$ cat src/radio_spi_pkg.sv
// Operation
// Reserved config bits reset 0x01, unused
// Interrupt mask resets to 0x0F
// Mask bit 3 gates rx full
// Mask bit 2 gates rx data present
// Mask bit 1 gates tx empty
// Mask bit 0 gates tx room
// Any unmasked active source raises interrupt
// Status bit 3 shows rx full
// Status bit 2 shows rx data present
// Status bits 1,0 show tx empty, room
// Status flags follow FIFO state directly
// Status reads 0x03 after reset
// Data write pushes tx, read pops rx
// Software refills/drains by the flags
// Control bit 2 enables radio clock
// Control bit 1 drives select, low active
// Control bit 0 drives chip enable
// Software lowers select before command byte
// First byte returned is radio status
// Bytes shift most significant bit first
// Shift tx bytes while rx has room
// Clock idles low, sample rising edge
package radio_spi_pkg;

  // ************************************************************
  // Register addresses
  // ************************************************************
  localparam logic [7:0] ADDR_CONFIG_RSVD = 8'hE4;
  localparam logic [7:0] ADDR_IRQ_MASK    = 8'hE5;
  localparam logic [7:0] ADDR_FLAGS       = 8'hE6;
  localparam logic [7:0] ADDR_BYTE_PORT   = 8'hE7;
  localparam logic [7:0] ADDR_RADIO_CTRL  = 8'hE8;

  // ************************************************************
  // Reset values and field positions
  // ************************************************************
  localparam logic [6:0] RST_CONFIG_RSVD = 7'h01;
  localparam logic [3:0] RST_IRQ_MASK    = 4'hF;
  localparam logic [3:0] RST_FLAGS       = 4'h3;
  localparam logic [2:0] RST_RADIO_CTRL  = 3'h2;
  localparam int BIT_RX_FULL   = 3;
  localparam int BIT_RX_DATA   = 2;
  localparam int BIT_TX_EMPTY  = 1;
  localparam int BIT_TX_ROOM   = 0;
  localparam int BIT_CLK_EN    = 2;
  localparam int BIT_SEL_N     = 1;
  localparam int BIT_CHIP_EN   = 0;

  // ************************************************************
  // Timing and FIFO depth
  // ************************************************************
  localparam int CLK_NS       = 100;
  localparam int HALF_SCK_NS  = 400;
  localparam int HALF_SCK_CYC = (HALF_SCK_NS + CLK_NS - 1) / CLK_NS;
  localparam int FIFO_DEPTH   = 2;

  // Special function register access from the CPU
  typedef struct packed {
    logic       wr;
    logic       rd;
    logic [7:0] addr;
    logic [7:0] wdata;
  } sfr_req_t;

  // Pins toward the radio
  typedef struct packed {
    logic sck;
    logic mosi;
    logic csn;
    logic ce;
    logic radio_clock_enable_line;
  } radio_pins_t;

endpackage

$ cat src/byte_fifo.sv
`timescale 1ns/1ps
// Small synchronous byte FIFO with push/pop and level flags
module byte_fifo #(
  parameter int WIDTH = 8,
  parameter int DEPTH = 2
) (
  input  wire logic             clock_i,
  input  wire logic             nrst_i,
  input  wire logic             push_i,
  input  wire logic [WIDTH-1:0] data_i,
  input  wire logic             pop_i,
  output logic      [WIDTH-1:0] data_o,
  output logic                  empty_o,
  output logic                  full_o
);
  localparam int AW = (DEPTH > 1) ? $clog2(DEPTH) : 1;

  logic [WIDTH-1:0] store [DEPTH];
  logic [AW-1:0]    wptr;
  logic [AW-1:0]    rptr;
  logic [AW:0]      count;
  logic             do_push;
  logic             do_pop;

  // Push into a full FIFO or pop from empty is dropped
  assign do_push = push_i && (count != (AW+1)'(DEPTH));
  assign do_pop  = pop_i && (count != '0);
  assign data_o  = store[rptr];
  assign empty_o = (count == '0);
  assign full_o  = (count == (AW+1)'(DEPTH));

  // Storage needs no reset; flags guard every read
  always_ff @(posedge clock_i) begin
    if (do_push) begin
      store[wptr] <= data_i;
    end
  end

  // Pointers wrap at DEPTH
  always_ff @(posedge clock_i or negedge nrst_i) begin
    if (!nrst_i) begin
      wptr  <= '0;
      rptr  <= '0;
      count <= '0;
    end else begin
      if (do_push) begin
        wptr <= (wptr == AW'(DEPTH - 1)) ? '0 : wptr + AW'(1);
      end
      if (do_pop) begin
        rptr <= (rptr == AW'(DEPTH - 1)) ? '0 : rptr + AW'(1);
      end
      count <= count + (AW+1)'(do_push) - (AW+1)'(do_pop);
    end
  end
endmodule

$ cat src/radio_spi_master_sfr.sv
`timescale 1ns/1ps
// SFR-mapped SPI master toward the embedded radio
module radio_spi_master_sfr
  import radio_spi_pkg::*;
(
  input  wire logic                      clock_i,
  input  wire logic                      nrst_i,
  input  wire radio_spi_pkg::sfr_req_t   sfr_i,
  input  wire logic                      miso_i,
  output logic [7:0]                     rdata_o,
  output logic                           irq_o,
  output radio_spi_pkg::radio_pins_t     radio_o
);
  import radio_spi_pkg::*;

  // ************************************************************
  // Register state
  // ************************************************************
  logic [6:0] link_config_reserved;
  logic [3:0] fifo_irq_mask;
  logic [2:0] radio_select_enable_ctrl;
  logic [3:0] fifo_condition_flags;

  logic       tx_push;
  logic       tx_pop;
  logic [7:0] tx_head;
  logic       tx_empty;
  logic       tx_full;
  logic       rx_push;
  logic       rx_pop;
  logic [7:0] rx_head;
  logic       rx_empty;
  logic       rx_full;
  logic       sh_busy;
  logic       sh_done;
  logic       sh_start;
  logic [7:0] sh_rx;
  logic       sck;
  logic       mosi;
  logic [3:0] next_flags;

  // Register decode used by reads and writes
  function automatic logic hit(input logic [7:0] a, input logic [7:0] r);
    return a == r;
  endfunction

  // data port push/pop
  assign tx_push = sfr_i.wr && hit(sfr_i.addr, ADDR_BYTE_PORT);
  assign rx_pop  = sfr_i.rd && hit(sfr_i.addr, ADDR_BYTE_PORT);

  // Done cycle skipped: its byte is not yet counted in rx
  // start only when rx has room, so no byte is ever lost
  assign sh_start = !sh_busy && !sh_done && !tx_empty && !rx_full;
  assign tx_pop   = sh_start;
  assign rx_push  = sh_done;

  // ************************************************************
  // FIFOs and shifter
  // ************************************************************
  byte_fifo #(.WIDTH(8), .DEPTH(FIFO_DEPTH)) u_tx (
    .clock_i (clock_i),
    .nrst_i  (nrst_i),
    .push_i  (tx_push),
    .data_i  (sfr_i.wdata),
    .pop_i   (tx_pop),
    .data_o  (tx_head),
    .empty_o (tx_empty),
    .full_o  (tx_full)
  );

  byte_fifo #(.WIDTH(8), .DEPTH(FIFO_DEPTH)) u_rx (
    .clock_i (clock_i),
    .nrst_i  (nrst_i),
    .push_i  (rx_push),
    .data_i  (sh_rx),
    .pop_i   (rx_pop),
    .data_o  (rx_head),
    .empty_o (rx_empty),
    .full_o  (rx_full)
  );

  // first byte back is the radio status
  spi_shifter u_shift (
    .clock_i   (clock_i),
    .nrst_i    (nrst_i),
    .start_i   (sh_start),
    .tx_byte_i (tx_head),
    .miso_i    (miso_i),
    .busy_o    (sh_busy),
    .done_o    (sh_done),
    .rx_byte_o (sh_rx),
    .sck_o     (sck),
    .mosi_o    (mosi)
  );

  // ************************************************************
  // Writable registers
  // ************************************************************

  // reserved bits hold their value, steer nothing
  // mask resets all masked
  always_ff @(posedge clock_i or negedge nrst_i) begin
    if (!nrst_i) begin
      link_config_reserved     <= RST_CONFIG_RSVD;
      fifo_irq_mask            <= RST_IRQ_MASK;
      radio_select_enable_ctrl <= RST_RADIO_CTRL;
    end else if (sfr_i.wr) begin
      if (hit(sfr_i.addr, ADDR_CONFIG_RSVD)) begin
        link_config_reserved <= sfr_i.wdata[6:0];
      end
      if (hit(sfr_i.addr, ADDR_IRQ_MASK)) begin
        fifo_irq_mask <= sfr_i.wdata[3:0];
      end
      if (hit(sfr_i.addr, ADDR_RADIO_CTRL)) begin
        radio_select_enable_ctrl <= sfr_i.wdata[2:0];
      end
    end
  end

  // ************************************************************
  // Status flags
  // ************************************************************

  // flags from FIFO levels
  always_comb begin
    next_flags               = 4'h0;
    next_flags[BIT_RX_FULL]  = rx_full;
    next_flags[BIT_RX_DATA]  = !rx_empty;
    next_flags[BIT_TX_EMPTY] = tx_empty;
    next_flags[BIT_TX_ROOM]  = !tx_full;
  end

  // flags track state, no acknowledge
  // reset value 0x03
  always_ff @(posedge clock_i or negedge nrst_i) begin
    if (!nrst_i) begin
      fifo_condition_flags <= RST_FLAGS;
    end else begin
      fifo_condition_flags <= next_flags;
    end
  end

  // unmasked sources drive irq
  always_ff @(posedge clock_i or negedge nrst_i) begin
    if (!nrst_i) begin
      irq_o <= 1'b0;
    end else begin
      irq_o <= |(next_flags & ~fifo_irq_mask);
    end
  end

  // ************************************************************
  // Read data, registered; unmapped reads give zero
  // ************************************************************
  always_ff @(posedge clock_i or negedge nrst_i) begin
    if (!nrst_i) begin
      rdata_o <= 8'h00;
    end else if (sfr_i.rd) begin
      case (sfr_i.addr)
        ADDR_CONFIG_RSVD: rdata_o <= {1'b0, link_config_reserved};
        ADDR_IRQ_MASK:    rdata_o <= {4'h0, fifo_irq_mask};
        ADDR_FLAGS:       rdata_o <= {4'h0, fifo_condition_flags};
        ADDR_BYTE_PORT:   rdata_o <= rx_empty ? 8'h00 : rx_head;
        ADDR_RADIO_CTRL:  rdata_o <= {5'h00, radio_select_enable_ctrl};
        default:          rdata_o <= 8'h00;
      endcase
    end
  end

  // ************************************************************
  // Radio pins, registered
  // ************************************************************

  // control bits to pins
  always_ff @(posedge clock_i or negedge nrst_i) begin
    if (!nrst_i) begin
      radio_o <= '{sck: 1'b0, mosi: 1'b0, csn: 1'b1, ce: 1'b0,
                   radio_clock_enable_line: 1'b0};
    end else begin
      radio_o.sck  <= sck;
      radio_o.mosi <= mosi;
      radio_o.radio_clock_enable_line <= radio_select_enable_ctrl[BIT_CLK_EN];
      radio_o.csn  <= radio_select_enable_ctrl[BIT_SEL_N];
      radio_o.ce   <= radio_select_enable_ctrl[BIT_CHIP_EN];
    end
  end
endmodule

$ cat src/spi_shifter.sv
`timescale 1ns/1ps
// Mode 0 byte shifter: clock idle low, MSB first
module spi_shifter
  import radio_spi_pkg::*;
(
  input  wire logic       clock_i,
  input  wire logic       nrst_i,
  input  wire logic       start_i,
  input  wire logic [7:0] tx_byte_i,
  input  wire logic       miso_i,
  output logic            busy_o,
  output logic            done_o,
  output logic [7:0]      rx_byte_o,
  output logic            sck_o,
  output logic            mosi_o
);
  typedef enum logic [1:0] {IDLE, LOW, HIGH} shift_state_t;

  shift_state_t state;
  logic [7:0]   shreg;
  logic [2:0]   bits;
  logic [3:0]   tick;
  logic         miso_s1;
  logic         miso_s2;
  logic         tick_end;

  assign tick_end  = (tick == 4'(HALF_SCK_CYC - 1));
  assign busy_o    = (state != IDLE);
  assign rx_byte_o = shreg;

  // Two-stage sync of the serial input
  always_ff @(posedge clock_i or negedge nrst_i) begin
    if (!nrst_i) begin
      miso_s1 <= 1'b0;
      miso_s2 <= 1'b0;
    end else begin
      miso_s1 <= miso_i;
      miso_s2 <= miso_s1;
    end
  end

  // MSB first shifting
  // idle low, sample rising
  always_ff @(posedge clock_i or negedge nrst_i) begin
    if (!nrst_i) begin
      state  <= IDLE;
      shreg  <= 8'h00;
      bits   <= 3'h0;
      tick   <= 4'h0;
      sck_o  <= 1'b0;
      mosi_o <= 1'b0;
      done_o <= 1'b0;
    end else begin
      done_o <= 1'b0;
      case (state)
        IDLE: begin
          sck_o <= 1'b0;
          if (start_i) begin
            shreg  <= {tx_byte_i[6:0], 1'b0};
            mosi_o <= tx_byte_i[7];
            bits   <= 3'h0;
            tick   <= 4'h0;
            state  <= LOW;
          end
        end
        LOW: begin
          tick <= tick_end ? 4'h0 : tick + 4'h1;
          if (tick_end) begin
            sck_o    <= 1'b1;
            shreg[0] <= miso_s2;
            state    <= HIGH;
          end
        end
        HIGH: begin
          tick <= tick_end ? 4'h0 : tick + 4'h1;
          if (tick_end) begin
            sck_o <= 1'b0;
            if (bits == 3'h7) begin
              done_o <= 1'b1;
              state  <= IDLE;
            end else begin
              mosi_o <= shreg[7];
              shreg  <= {shreg[6:0], 1'b0};
              bits   <= bits + 3'h1;
              state  <= LOW;
            end
          end
        end
        default: state <= IDLE;
      endcase
    end
  end
endmodule
$ cat config.mk
export PLATFORM = sky130hd
export DESIGN_NAME = radio_spi_master_sfr
export DESIGN_NICKNAME = d
export VERILOG_FILES = /design/src/radio_spi_pkg.sv /design/src/byte_fifo.sv /design/src/radio_spi_master_sfr.sv /design/src/spi_shifter.sv
export SDC_FILE = /design/constraint.sdc
export NUM_CORES = 1
export LEC_CHECK = 0
export ABC_AREA = 0
export BUFFER_PORTS_ARGS = -buffer_cell sky130_fd_sc_hd__buf_2
export CORE_ASPECT_RATIO = 0.5
export CORE_MARGIN = 4
export CORE_UTILIZATION = 32
export CTS_BUF_LIST = sky130_fd_sc_hd__clkbuf_4 sky130_fd_sc_hd__clkbuf_8
export DETAILED_ROUTE_END_ITERATION = 10
export PLACE_DENSITY = 0.57
export SKIP_LAST_GASP = 1
export SYNTH_ARGS = -nofsm -noshare
export SYNTH_HDL_FRONTEND = slang
export SYNTH_SLANG_ARGS = --single-unit
$ cat constraint.sdc
create_clock -name clock_i -period 2.7 [get_ports clock_i]
set_clock_uncertainty 0.05 [all_clocks]
set_input_delay 0.54 -clock clock_i [delete_from_list [all_inputs] [get_ports clock_i]]
set_output_delay 0.54 -clock clock_i [all_outputs]
set_load 0.05 [all_outputs]
* Yosys cells after proc, flatten, opt, wreduce, memory -nomap -nowiden
Memories as Yosys holds them, arrays and structs flattened. Index checks and enable logic that the tools add are counted.
Cells by class: add/sub/neg operators 10, eq/ne operators 17, multiplexer cells 38, bitwise logic cells 2, reductions and logical operators 34
Operators by type and width (number):
- 8-bit == test, second input constant | 5
- 8-bit one-hot mux with 5 select lines | 1
- 8-bit two-way mux | 4
- 1-bit two-way mux | 18
- 7-bit one-hot mux with 2 select lines | 1
- 2-bit nonzero test | 5
- 1-bit logical AND | 9
- 3-bit two-way mux | 3
- 4-bit two-way mux | 2
- 2-bit inequality test, second input constant | 4
- 4-bit one-hot mux with 2 select lines | 1
- 2-bit AND reduction | 4
- 2-bit == test, second input constant | 3
- 1-bit logical NOT | 6
- 2-bit logical NOT | 3
- 2-bit two-way mux | 3
- 1-bit one-hot mux with 3 select lines | 2
- 2-bit one-hot mux with 3 select lines | 1
- 3-bit one-hot mux with 2 select lines | 1
- 3-bit AND reduction | 2
- 5-bit AND reduction | 1
- 1-bit adder, second input constant | 4
- 2-bit by 1-bit adder with 2-bit output | 2
- 4-bit by 1-bit adder with 4-bit output, second input constant | 1
- other kinds (13) | 15
Storage, ports and cells: bits in registers 62, memory bits (writable) 32, bits of input ports 21, output and inout port bits 14, memories kept 2
Memories:
- u_rx.store | depth 2, width 8, read ports 1, clocked after memory_dff 0, wr ports 1, line byte_fifo.sv:18 | logic [WIDTH-1:0] store [DEPTH];
- u_tx.store | depth 2, width 8, read ports 1, clocked after memory_dff 0, wr ports 1, line byte_fifo.sv:18

* Longest topological paths before layout
depth after elaboration 7, gate-level depth with buffers 9

* Cells and area by module
From an unflattened synthesis, not the netlist that was laid out.
Unflattened totals: cells, all modules 328, area, all modules 4244.1 µm²
By module, submodules not included:
- byte_fifo | times used 2, cells each 43, area each 775.7 µm²
- radio_spi_master_sfr | times used 1, cells each 107, area each 1435.1 µm²
- spi_shifter | times used 1, cells each 135, area each 1257.5 µm²

* Least setup slack after synthesis
Ideal clock, no wire load.
path kind input port to flip-flop, from input sfr_i[9] (netlist name), to register u_rx.count[1], data arrival time 2.159 ns, required time 2.570 ns, slack 0.411 ns, stages 9, cells stage by stage clkbuf_1 o211ai_1 nor3_1 and2_1 ha_1 inv_1 ha_1 xnor2_1 xnor2_1
Between the ends: word-level cells in the longest chain between the ends 4
RTL lines:
- start, declared | line radio_spi_master_sfr.sv:8 | input wire radio_spi_pkg::sfr_req_t sfr_i,
- 8-bit == test | line radio_spi_master_sfr.sv:44 | return a == r;
- 1-bit logical AND | line radio_spi_master_sfr.sv:49 | assign rx_pop = sfr_i.rd && hit(sfr_i.addr, ADDR_BYTE_PORT);
- 1-bit logical AND | line byte_fifo.sv:27 | assign do_pop = pop_i && (count != '0);
- named net u_rx.do_pop | line byte_fifo.sv:23 | logic do_pop;
- 2-bit by 1-bit subtractor with 2-bit output | line byte_fifo.sv:52 | count <= count + (AW+1)'(do_push) - (AW+1)'(do_pop);
- end signal, assigned | line byte_fifo.sv:52
- end, declared | line byte_fifo.sv:21 | logic [AW:0] count;
The timed path passes the listed nets, and every way through them passes these cells. A chain may end at the register's enable or synchronous reset.

* Worst setup path after layout
from register u_shift.tick[0], to register u_shift.shreg[1], in the netlist u_shift.rx_byte_o[1]
Between the ends: word-level cells in the longest chain between the ends 3
RTL lines:
- start, declared | line spi_shifter.sv:22 | logic [3:0] tick;
- start signal, assigned | line spi_shifter.sv:67 | tick <= tick_end ? 4'h0 : tick + 4'h1;
- start signal, assigned | line spi_shifter.sv:75 | tick <= tick_end ? 4'h0 : tick + 4'h1;
- 4-bit by 2-bit == test with 1-bit output | line spi_shifter.sv:27 | assign tick_end = (tick == 4'(HALF_SCK_CYC - 1));
- 2-bit by 1-bit inequality test with 1-bit output (no line)
- 4-bit AND reduction (no line)
- end signal, assigned | line spi_shifter.sv:59 | shreg <= {tx_byte_i[6:0], 1'b0};
- end signal, assigned | line spi_shifter.sv:83 | shreg <= {shreg[6:0], 1'b0};
- end, declared | line spi_shifter.sv:20 | logic [7:0] shreg;
No other way between the ends.

==> run_results.csv <==
group,metric,value,unit
routing,vias,2401,
setup_path,rr_worst_depth,6,
power,peakVddDrop,307.2,uV
layout,area_delta_synth_final,13.13,%
routing,wl_per_cell,14.82,um
sta,maxSlewViolCount,0,
yosys,synth-main-ff-cell,"dfrtp_1",
setup_path,crit_fanout,7,
global_routing,grt_overflow,0,
yosys,synth_cells,303,
routing,drt_first_pass_iters,5,
placement,hpwl,5.407,mm
cts,clock_sink_count,94,
run_status,status,"complete, no violations",
power,p_leak,2.003,nW
die,die_y,87.84,um
routing,wirelength,7.617,mm
worst_hold_path,worstHoldPathCells,1,
global_routing,grt_usage,11.10,%
routing,avgViaCountPerCell,4.671,
yosys,yosysTopAreaCell,"dfrtp_1",
yosys,synth_cell_types,48,
worst_hold_path,hold_start,"miso_i",
sta,worst_pin_slew,824.8,ps
flow_run,cap_viol_max_count,0,
layout,stdcell_area,4614,um2
routing,ant_nets,0,
cts,cts_buffer_depth,2,
setup_path,crit_arrival,2390,ps
cts,clk_pin_slew_worst_paths,90,ps
setup_path,slowest_delay,470,ps
global_routing,grt_max_degree,63,
die,coreArea,12120,um2
yosys,yosysWarnings,0,
sta,max-slew-margin-rel,45.02,%
routing,dr.first_iter.drc_count,156,
yosys,synth_edf_count,32,
yosys,synth_area_per_cell,13.46,um2
routing,route.detailed.drc,0,
layout,regArea,2524,um2
yosys,synth_commonest_cells,"dfrtp_1 (53), edfxtp_1 (32), mux2_2 (20), mux2i_1 (20), nand2_1 (20)",
cts,clk-insertion-delay-late,360,ps
placement,gp_congestion,0.7350,
cts,htree_levels,3,
yosys,synth.most_common_cell,"dfrtp_1",
cts,postCtsSetupRepairBufs,0,
placement,place_area,4439,um2
setup_path,ff2ff_setup_slack,500,ps
cts,cts_root_buf,"clkbuf_8",
sta,hold_violations,0,
yosys,ys_ff_latch,94,
setup_path,worst-setup-path-type,"reg2reg",
die,io_pins,35,
die,start_util,33.65,%
sta,finalCritPeriodShare,81.43,%
yosys,synth_seq_area_share,61.87,%
die,die_area,14730,um2
cts,cts.repair.resized,0,
setup_path,crit_start,"u_shift.tick[0]$_DFFE_PN0P_",
sta,layout_min_cycle_time,2199,ps
setup_path,path_cells,"ha_1, or3b_1, or2_4, o2bb2ai_2, buf_4, mux2_4",
layout,nNetsFinal,378,
yosys,synth_area,4079,um2
setup_path,startpoint_type,"flop",
setup_path,critical_path.slowest_cell,"or3b_1",
cts,cts_tree,"done",
worst_hold_path,worstHoldPathType,"in2reg",
cts,hold_buffers,0,
sta,finalSetupViolations,0,
cts,cts_buffers,9,
yosys,syn_nets,337,
global_routing,grt_pass1_wl,12.66,mm
setup_path,required,2890,ps
die,rows,28,
setup_path,worstReg2RegStart,"u_shift.tick[0]$_DFFE_PN0P_",
global_routing,antenna_found_initial,0,
layout,multi_input_area,1426,um2
placement,numPortBuffers,34,
sta,rsz0062_at_grt,"no",
sta,setup_tns,0,ps
yosys,async_reset_ff_share,65.96,%
sta,fmax,454.9,MHz
layout,n_antenna_cell,0,
yosys,synthTopCellsByArea,"dfrtp_1 (33%), edfxtp_1 (24%), dfstp_2 (5.8%)",
die,die_w,167.7,um
global_routing,grt_pass1_vias,2395,
layout,fillers,1199,
yosys,netlist.area_leader.share,32.52,%
layout,drive_gt1_share,28.37,%
setup_path,crit_path_end_kind,"flop",
power,powerDensity,830.2,nW/um2
power by group:
group	leakage (nW)	internal, mW	switching, mW
Clock	0.0857	0.355	0.481
Combinational	0.853	0.551	0.539
Sequential	1.06	1.71	0.194
Total	2.00	2.62	1.21
metal layers:
| metal | routed length, um | up-vias | track usage (%) |
|---|---|---|---|
| li1 | - | 1162 | - |
| met4 | 86 | 0 | 3.535 |
| met1 | 3850 | 1192 | 15.30 |
| met5 | 0 | - | 0 |
| met2 | 3384 | 39 | 16.99 |
| met3 | 295 | 8 | 3.381 |
stage by stage:
stage | hold slack (ps) | cells | setup WS [ps] | utilization (%) | power (mW)
6_report | 245.8 | 514 | 501.5 | 38.07 | 3.831
2_1_floorplan | 194.4 | 303 | 411.2 | - | 2.798
3_3_place_gp | 286.9 | 498 | 489.0 | 36.62 | 3.021
5_1_grt | 227.7 | 514 | 373.3 | 38.07 | 4.083
3_5_place_dp | 288.5 | 498 | 386.7 | 36.62 | 3.038
4_1_cts | 222.4 | 514 | 490.2 | 38.07 | 3.888
final cells by class:
class	count	area share, %
flip-flops and latches	94	54.69
multi-input cells	181	30.91
repair buffers	40	4.664
well taps	165	4.474
clock buffers	10	2.983
inverters	18	1.464
clock inverters	6	0.8134
final timing paths:
path | endpoint
min in group asynchronous | u_shift.mosi_o$_DFFE_PN0P_
worst max register to register | u_shift.rx_byte_o[1]$_DFFE_PN0P_
worst min register to register | u_shift.miso_s2$_DFF_PN0_
max in group asynchronous | u_tx.count[0]$_DFF_PN0_
worst min-delay path | u_shift.miso_s1$_DFF_PN0_
worst max-delay path | u_shift.rx_byte_o[1]$_DFFE_PN0P_
cells in the final DEF (no fill, tap or decap), types with 4 or more instances in the layout:
cell type | Yosys | layout
buf_2 | 1 | 34
nand2_1 | 20 | 20
mux2_4 | 8 | 8
edfxtp_1 | 32 | 32
ha_1 | 13 | 13
dfstp_2 | 9 | 9
a21oi_1 | 4 | 4
nor2_1 | 16 | 16
nor2b_1 | 4 | 4
nand3_1 | 8 | 8
o21ai_0 | 17 | 17
mux2i_1 | 20 | 20
o22ai_1 | 5 | 5
buf_4 | 2 | 6
dfrtp_1 | 53 | 53
mux2_2 | 20 | 20
inv_1 | 18 | 18
xnor2_1 | 6 | 6
clkbuf_8 | 0 | 10
flip-flops by register name (all words and copies together), names as in the netlist, 2 cells and up:
signal,flops
rdata_o,8
u_shift.tick,4
u_shift.bits,3
fifo_irq_mask,4
u_rx.count,2
radio_select_enable_ctrl,3
radio_o,5
u_shift.state,2
u_rx.store,16
link_config_reserved,7
u_shift.rx_byte_o,8
u_tx.count,2
fifo_condition_flags,4
u_tx.store,16
critical path, delay by kind of cell, from the launching register on:
kind,cells,cell delay (ps)
AOI/OAI and AO/OA,1,180
adders and majority gates,1,200
muxes,1,300
and+or+nand+nor,2,750
buffers and inverters,1,210
DFF,1,390
cell families after synthesis:
| kind of cell | count (synthesis) | synth area share (%) |
|---|---|---|
| DFF | 94 | 61.87 |
| AOI/OAI and AO/OA | 46 | 7.301 |
| buffers and inverters | 28 | 3.159 |
| muxes | 48 | 13.37 |
| adders and majority gates | 13 | 3.988 |
| xor gates and xnor gates | 8 | 1.718 |
| and+or+nand+nor | 66 | 8.589 |
Note: power is estimated with default switching activity, not from simulation.
